[src/spc_pkg.sv]
package spc_pkg;

  // ------------------------------------------------------------------
  // widths
  // ------------------------------------------------------------------
  localparam int DIM_W   = 16;
  localparam int BYTE_W  = 32;
  localparam int BPT_W   = 5;

  // ------------------------------------------------------------------
  // padding constants
  // ------------------------------------------------------------------
  localparam logic [DIM_W-1:0]  BUF_ELEM_UNIT   = 16'h0100;
  localparam logic [BYTE_W-1:0] L1_TAIL_BYTES   = 32'h0000_0010;
  localparam logic [DIM_W-1:0]  CUBE_EXTRA_ROWS = 16'h0002;
  localparam logic [DIM_W-1:0]  BC_PAD_J        = 16'h0008;
  localparam logic [DIM_W-1:0]  BC_LAYOUT_J     = 16'h0004;
  localparam logic [DIM_W-1:0]  FIELD_ROW_UNIT  = 16'h0004;
  localparam logic [DIM_W-1:0]  ONE_ROW         = 16'h0001;
  localparam logic [BPT_W-1:0]  BPT_96          = 5'h0C;
  localparam logic [BPT_W-1:0]  BPT_48          = 5'h06;

  // ------------------------------------------------------------------
  // types
  // ------------------------------------------------------------------
  typedef enum logic [1:0] {
    SPC_SAMPLED,
    SPC_BUFFER,
    SPC_RENDER
  } spc_kind_e;

  typedef struct packed {
    spc_kind_e         kind;
    logic [DIM_W-1:0]  width;
    logic [DIM_W-1:0]  height;
    logic [DIM_W-1:0]  align_i;
    logic [DIM_W-1:0]  align_j;
    logic [BPT_W-1:0]  bytes_per_texel;
    logic              is_cube;
    logic              is_compressed;
    logic              is_yuv;
    logic              field_mode;
  } spc_req_s;

  typedef struct packed {
    logic [DIM_W-1:0]  pad_width;
    logic [DIM_W-1:0]  pad_height;
    logic [DIM_W-1:0]  layout_j;
    logic [BYTE_W-1:0] tail_bytes;
    logic [BYTE_W-1:0] total_bytes;
  } spc_rsp_s;

  typedef struct packed {
    logic              valid;
    logic              mapped;
    logic              in_surface;
    logic [DIM_W-1:0]  x;
    logic [DIM_W-1:0]  y;
  } spc_elem_s;

endpackage : spc_pkg

[src/spc_surface_padding.sv]
`timescale 1ns/1ps
// How it works
// sampled texels outside the surface are zeroed, never reach results
// sampling fetch touching an unmapped page raises a translation error
// allocator maps every page touched by any surface cache line
// sampled width and height round up to alignment units i and j
// padded texel extent is converted to bytes with bytes per texel
// buffers pad to 256 elements plus 16 tail bytes
// cube surfaces add two rows below
// compressed formats pad height with j of 8
// compressed mip layout and slice pitch still use j of 4
// yuv, 96 and 48 bpt add one row plus 16 bytes
// data port drops out-of-surface pixels from the reply
// data port request on an unmapped page raises a translation error
// render or media surface with odd rows gets one more row
// field mode pads render height to a multiple of 4
// all matching padding applied together, padded sizes output
module spc_surface_padding
  import spc_pkg::*;
(
  input  wire logic      ref_clk,
  input  wire logic      reset,
  input  wire logic      req_valid,
  input  wire spc_req_s  req,
  output logic           rsp_valid,
  output spc_rsp_s       rsp,
  input  wire spc_elem_s samp_elem,
  input  wire logic [31:0] samp_data,
  output logic           samp_out_valid,
  output logic [31:0]    samp_out_data,
  output logic           samp_xlate_err,
  input  wire spc_elem_s port_elem,
  input  wire logic [31:0] port_data,
  output logic           port_out_valid,
  output logic [31:0]    port_out_data,
  output logic           port_xlate_err
);

  // ------------------------------------------------------------------
  // helpers
  // ------------------------------------------------------------------
  function automatic logic [DIM_W-1:0] round_up(
    input logic [DIM_W-1:0] v,
    input logic [DIM_W-1:0] unit
  );
    logic [DIM_W-1:0] rem;
    rem = (unit == '0) ? '0 : v % unit;
    if (rem == '0) begin
      return v;
    end
    return DIM_W'(v + unit - rem);
  endfunction : round_up

  // ------------------------------------------------------------------
  // size calculation
  // ------------------------------------------------------------------
  spc_rsp_s         rsp_next;
  logic [DIM_W-1:0] w_c;
  logic [DIM_W-1:0] h_c;
  logic [DIM_W-1:0] jp_c;
  logic [BYTE_W-1:0] tail_c;
  logic             wide_fmt;

  always_comb begin
    w_c      = req.width;
    h_c      = req.height;
    tail_c   = '0;
    wide_fmt = req.is_yuv || (req.bytes_per_texel == BPT_96) ||
               (req.bytes_per_texel == BPT_48);
    jp_c     = req.is_compressed ? BC_PAD_J : req.align_j;
    unique case (req.kind)
      SPC_SAMPLED: begin
        w_c = round_up(req.width, req.align_i);
        h_c = round_up(req.height, jp_c);
        if (req.is_cube) begin
          h_c = DIM_W'(h_c + CUBE_EXTRA_ROWS);
        end
        if (wide_fmt) begin
          h_c    = DIM_W'(h_c + ONE_ROW);
          tail_c = L1_TAIL_BYTES;
        end
      end
      SPC_BUFFER: begin
        w_c    = round_up(req.width, BUF_ELEM_UNIT);
        h_c    = ONE_ROW;
        tail_c = L1_TAIL_BYTES;
      end
      SPC_RENDER: begin
        if (req.height[0]) begin
          h_c = DIM_W'(h_c + ONE_ROW);
        end
        if (req.field_mode) begin
          h_c = round_up(h_c, FIELD_ROW_UNIT);
        end
      end
      default: begin
        w_c = req.width;
      end
    endcase
    rsp_next.pad_width   = w_c;
    rsp_next.pad_height  = h_c;
    rsp_next.layout_j    = req.is_compressed ? BC_LAYOUT_J
                                             : req.align_j;
    rsp_next.tail_bytes  = tail_c;
    rsp_next.total_bytes = BYTE_W'(BYTE_W'(w_c) * BYTE_W'(h_c) *
                           BYTE_W'(req.bytes_per_texel)) + tail_c;
  end

  always_ff @(posedge ref_clk or posedge reset) begin
    if (reset) begin
      rsp       <= '0;
      rsp_valid <= 1'b0;
    end else begin
      rsp_valid <= req_valid;
      if (req_valid) begin
        rsp <= rsp_next;
      end
    end
  end

  // ------------------------------------------------------------------
  // sampling path filter
  // ------------------------------------------------------------------
  always_ff @(posedge ref_clk or posedge reset) begin
    if (reset) begin
      samp_out_valid <= 1'b0;
      samp_out_data  <= '0;
      samp_xlate_err <= 1'b0;
    end else begin
      samp_out_valid <= samp_elem.valid && samp_elem.mapped;
      samp_xlate_err <= samp_elem.valid && !samp_elem.mapped;
      samp_out_data  <= samp_elem.in_surface ? samp_data : '0;
    end
  end

  // ------------------------------------------------------------------
  // data port filter
  // ------------------------------------------------------------------
  always_ff @(posedge ref_clk or posedge reset) begin
    if (reset) begin
      port_out_valid <= 1'b0;
      port_out_data  <= '0;
      port_xlate_err <= 1'b0;
    end else begin
      port_out_valid <= port_elem.valid && port_elem.mapped &&
                        port_elem.in_surface;
      port_xlate_err <= port_elem.valid && !port_elem.mapped;
      port_out_data  <= port_data;
    end
  end
endmodule : spc_surface_padding

[config.mk]
export PLATFORM = sky130hd
export DESIGN_NAME = spc_surface_padding
export DESIGN_NICKNAME = d
export VERILOG_FILES = /design/src/spc_pkg.sv /design/src/spc_surface_padding.sv
export SDC_FILE = /design/constraint.sdc
export NUM_CORES = 2
export LEC_CHECK = 0
export ABC_AREA = 1
export ABC_CLOCK_PERIOD_IN_PS = 4260
export BUFFER_PORTS_ARGS = -buffer_cell sky130_fd_sc_hd__buf_2
export CORE_UTILIZATION = 50
export DETAILED_ROUTE_END_ITERATION = 12
export PLACE_DENSITY = 0.68
export SETUP_SLACK_MARGIN = 0.4
export SLEW_MARGIN = 25
export SYNTH_ARGS = -nofsm -noshare
export SYNTH_HDL_FRONTEND = slang
export SYNTH_SLANG_ARGS = --single-unit
[constraint.sdc]
create_clock -name ref_clk -period 4.26 [get_ports ref_clk]
set_input_delay 0 -clock ref_clk [delete_from_list [all_inputs] [get_ports ref_clk]]
set_output_delay 0 -clock ref_clk [all_outputs]
set_load 0.02 [all_outputs]
==> flow_summary_export.csv, run 1 <==
group,metric,value,unit
status,run_status,"aborted with a tool error",
status,stop_stage,"global routing (5_1_grt)",
status,firstError,"[ERROR GRT-0232] Routing congestion too high. Check the congestion heatmap in the GUI.",
synth,async_flop_share,100,%
floorplanning,start_util,50.6,%
synth,synth_edf_count,0,
synth,synth_cell_types,62,
synth,synthMuxAreaShare,0.0266,%
placement,preCtsSetupSlack,-31.92,ns
clock_tree,htreeDepth,4,
placement,place_hpwl,104,mm
clock_tree,cts-root-buf,"clkbuf_16",
placement,post-place-cells,8040,
synth,synth.cell_area,0.0377,mm²
sta,grt-worst-endpoint,"rsp[31]$_DFFE_PP0P_/D",
synth,synth_adder_area_share,33.2,%
clock_tree,cts_buffer_depth,2,
global_route,gr-usage-all-layers,68.9,%
synth,yosysWarnings,0,
synth,synthSimpleGateAreaFrac,27.4,%
placement,io_buffers,297,
placement,dpl_cell_area,0.0523,mm²
floorplanning,row_count,100,
sta,worst-ep-kind,"register data pin",
synth,ys_seq_area_share,9.96,%
synth,synth_top_family_by_area,"adder cells",
clock_tree,clock-sinks,150,
synth,synth-compound-area-share,11.1,%
synth,synth-main-ff-cell,"dfrtp_1",
synth,synth_cells,5506,
floorplanning,die_w,277,µm
global_route,grt_max_degree,112,
synth,syn_avg_cell_area,6.84,µm²
global_route,grt_remaining_overflow,887,
synth,synth_xor_area_share,5.76,%
clock_tree,cts_buffers,17,
synth,yosys_register_bits,150,
floorplanning,pin_count,393,
placement,gp_congestion,0.953,
floorplanning,die_h,277,µm
-- stage by stage --
step	utilization [%]	hold WS, ns	TNS (ns)
floorplan	-	0.0314	-1528.78
global placement	70.3	0.107	-1594.93
detailed placement	70.3	0.109	-1676.58
CTS	78.6	0.00123	-1576.26
-- cell usage after synthesis, drive strengths merged (41+ instances only) --
library cell	n	area, µm²
inv	1012	3800
nor3	46	255
o21ai	301	1590
buf	88	593
xnor2	103	902
fa	310	6210
or2	98	613
nand2	1359	5230
nor2	411	1640
clkbuf	78	293
ha	504	6310
nand3	390	2160
a21oi	282	1430
xor2	145	1270
o21bai	41	308
dfrtp	150	3750
-- kinds of logic after synthesis --
logic type / count (synthesis)
multiplexers: 1
flip-flops: 150
XOR/XNOR: 248
other: 1
adder cells (fa/ha/maj): 814
buffers and inverters: 1184
AO/OA/AOI/OAI: 738
AND/OR/NAND/NOR: 2370
-- metal layers --
layer / GRT overflow / GRT usage [%]
met1: 102 / 68.8
met2: 480 / 88.0
met3: 84 / 52.6
met4: 212 / 60.4
met5: 9 / 42.7
-- repair_timing --
item / in CTS
hold buffers: 92
endpoints found under the hold margin: 219
buffers inserted: 440
pin swaps: 291
cloned: 4
endpoints found under the setup margin: 64
gates resized for setup: 315
==> inputs of run 2 (changes only) <==
--- a/config.mk
+++ b/config.mk
@@ -6,12 +6,11 @@
 export NUM_CORES = 2
 export LEC_CHECK = 0
 export ABC_AREA = 1
-export ABC_CLOCK_PERIOD_IN_PS = 4260
+export ABC_CLOCK_PERIOD_IN_PS = 5500
 export BUFFER_PORTS_ARGS = -buffer_cell sky130_fd_sc_hd__buf_2
-export CORE_UTILIZATION = 50
+export CORE_UTILIZATION = 35
 export DETAILED_ROUTE_END_ITERATION = 12
-export PLACE_DENSITY = 0.68
-export SETUP_SLACK_MARGIN = 0.4
+export PLACE_DENSITY_LB_ADDON = 0.15
 export SLEW_MARGIN = 25
 export SYNTH_ARGS = -nofsm -noshare
 export SYNTH_HDL_FRONTEND = slang
==> constraint.sdc (replaced) <==
create_clock -name ref_clk -period 5.5 [get_ports ref_clk]
set_input_delay 0 -clock ref_clk [delete_from_list [all_inputs] [get_ports ref_clk]]
set_output_delay 0 -clock ref_clk [all_outputs]
set_load 0.02 [all_outputs]
==> flow_summary_export.csv, run 2 <==
group,metric,value,unit
critical_path,cp_common_cell,"nand2_2",
critical_path,cp_data_arrival_time,36.24,ns
synth,ys_top_cells_by_area,"ha_1 17%, fa_1 16%, nand2_1 13%",
synth,synth_top_area_cell,"ha_1",
sta,hold_viol_final,0,
drt,wl_per_cell,15.8,µm
global_route,grt_remaining_overflow,0,
synth,yosysWarnings,0,
global_route,antenna_found_initial,13,
floorplanning,die-area,0.109,mm²
critical_path,r2r_slack,4.66,ns
floorplanning,die_w,330,µm
final_layout,syn_to_final_growth,61.3,%
synth,synth.cell_area,0.0377,mm²
final_layout,final_cell_mix,"1756 x buf_4, 1119 x nand2_1, 843 x inv_1",
global_route,grt_pass1_wl,221,mm
critical_path,worstSetupPathType,"in -> reg",
final_layout,fin_nets,8669,
clock_tree,path_clk_slew,0.07,ns
floorplanning,pin_count,393,
synth,yosys-top-cells-count,"1325 x nand2_1, 976 x inv_1, 504 x ha_1",
final_layout,nFillCells,9815,
critical_path,path_max_fanout,8,
sta,slew_headroom,37.0,%
sta,skew,0,ns
critical_path,critical-path-slowest-cell,"fa_1",
synth,synth_cells,5506,
critical_path,endpoint_kind,"flop",
synth,syn_avg_cell_area,6.84,µm²
sta,post-route-period-util,653,%
sta,tns,-1570.19,ns
global_route,gr-usage-all-layers,25.5,%
drt,first_iter_violations,2210,
sta,finalSetupViolCount,64,
synth,synth_top_area_share,16.7,%
placement,place_hpwl,110,mm
drt,postRouteAntennaNets,0,
synth,synth_edf_count,0,
global_route,grt_max_degree,91,
run,maxCapViolations,0,
placement,gp_congestion,0.944,
synth,synth-main-ff-cell,"dfrtp_1",
synth,yosys_register_bits,150,
floorplanning,core,0.106,mm²
final_layout,largestRegisters,"rsp: 81 flops, port_out_data: 32 flops, samp_out_data: 32 flops",
sta,timing.fmax,27.8,MHz
placement,dpl_cell_area,0.0532,mm²
global_route,grt_pass1_vias,42800,
final_layout,final_area,0.0608,mm²
drt,vias,43400,
floorplanning,start_util,35.5,%
synth,async_flop_share,100,%
critical_path,crit_path_max_incr_delay,0.55,ns
critical_path,required,5.80,ns
critical_path,crit_buf_inv,84,
final_layout,postLayoutCoreUtil,57.3,%
sta,worst_slack,-30.44,ns
placement,io_buffers,297,
drt,viasPerCell,4.79,
status,failed_checks,"setup timing",
drt,routed_wirelength,143,mm
drt,drt_first_pass_iters,5,
sta,drv_slew,0,
synth,ys_seq_area_share,9.96,%
clock_tree,cts-root-buf,"clkbuf_16",
sta,tightestPinTransition,0.945,ns
synth,synth_most_common_cell,"nand2_1",
clock_tree,htreeDepth,4,
sta,period_minus_slack,35.94,ns
final_layout,drive_gt1_share,42.7,%
critical_path,cp_top_family,"simple AND/OR/NAND/NOR gates",
clock_tree,tritoncts,"done",
clock_tree,clock-sinks,150,
clock_tree,clkLatencyLatePin,0.45,ns
clock_tree,cts_buffers,17,
drt,drcViolationCount,0,
final_layout,top_register,"rsp",
sta,rsz0062_at_grt,"yes",
synth,synth_cell_types,62,
critical_path,start_kind,"primary input",
final_layout,largest_reg_flops,81,
clock_tree,cts_buffer_depth,2,
floorplanning,die_h,330,µm
final_layout,final_common_cell,"buf_4",
status,run_status,"finished with violations",
hold_path,min_path_type,"in -> reg",
floorplanning,row_count,119,
run 2: repair_timing:
action                     4_1_cts  5_1_grt
setup endpoints to repair       64       64
cloned                           2        0
setup buffers                  351      102
hold buffers                    84        0
resized for setup              232      516
hold endpoints to repair       146        0
pin swaps                      261      444
run 2: layout make-up:
type | count | area (µm²) | area share [%]
diodes | 2 | 5.00 | 0.00824
clock buffers | 19 | 443 | 0.729
clock inverters | 13 | 139 | 0.229
inverters | 1018 | 3950 | 6.50
multi-input cells | 4202 | 33700 | 55.5
flip-flops and latches | 150 | 3750 | 6.18
well taps | 1391 | 1740 | 2.86
repair buffers | 2252 | 17000 | 28.0
repair inverters | 2 | 15.0 | 0.0247
run 2: final timing paths:
kind                            cells past startpoint                     endpoint                 from
worst max-delay path                              287          rsp[26]$_DFFE_PP0P_              req[40]
worst min-delay path                                3  samp_out_data[13]$_DFF_PP0_        samp_elem[32]
worst max register to register                      2          rsp[81]$_DFFE_PP0P_  rsp[81]$_DFFE_PP0P_
worst min register to register                      2          rsp[94]$_DFFE_PP0P_  rsp[94]$_DFFE_PP0P_
max in group asynchronous                           4          rsp[85]$_DFFE_PP0P_                reset
min in group asynchronous                           3  port_out_data[10]$_DFF_PP0_                reset
run 2: stage by stage:
step                setup WS (ns)  std cells  hold slack (ns)
finish                     -30.44       9049           0.0171
global route               -32.61       9047           0.0247
CTS                        -28.59       8973        0.0000265
detailed placement         -30.81       8504            0.109
global placement           -29.91       8504            0.108
floorplan                  -28.82       5536           0.0314
run 2: cells by family after synthesis:
logic type / Yosys count / synth area share (%)
compound gates: 738 / 11.1
xor+xnor: 248 / 5.76
fa+ha+maj: 814 / 33.2
buf+inv: 1184 / 12.5
flops: 150 / 9.96
mux: 1 / 0.0266
other cells: 1 / 0.00995
simple gates: 2370 / 27.4
run 2: tightest hold or removal path, stage by stage:
cell     delay (ns)
buf_2          0.28
nand2_1        0.12
inv_1          0.03
run 2: per-layer routing:
| metal | track usage [%] | wire length (µm) |
|---|---|---|
| met1 | 33.5 | 63400 |
| met5 | 0 | 120 |
| met2 | 44.4 | 68500 |
| met4 | 6.29 | 4230 |
| met3 | 2.58 | 6860 |
Power of run 2 is left out: the tool's default activity adds up to more than one toggle a clock period on the data nets, which glitch-free logic cannot reach.
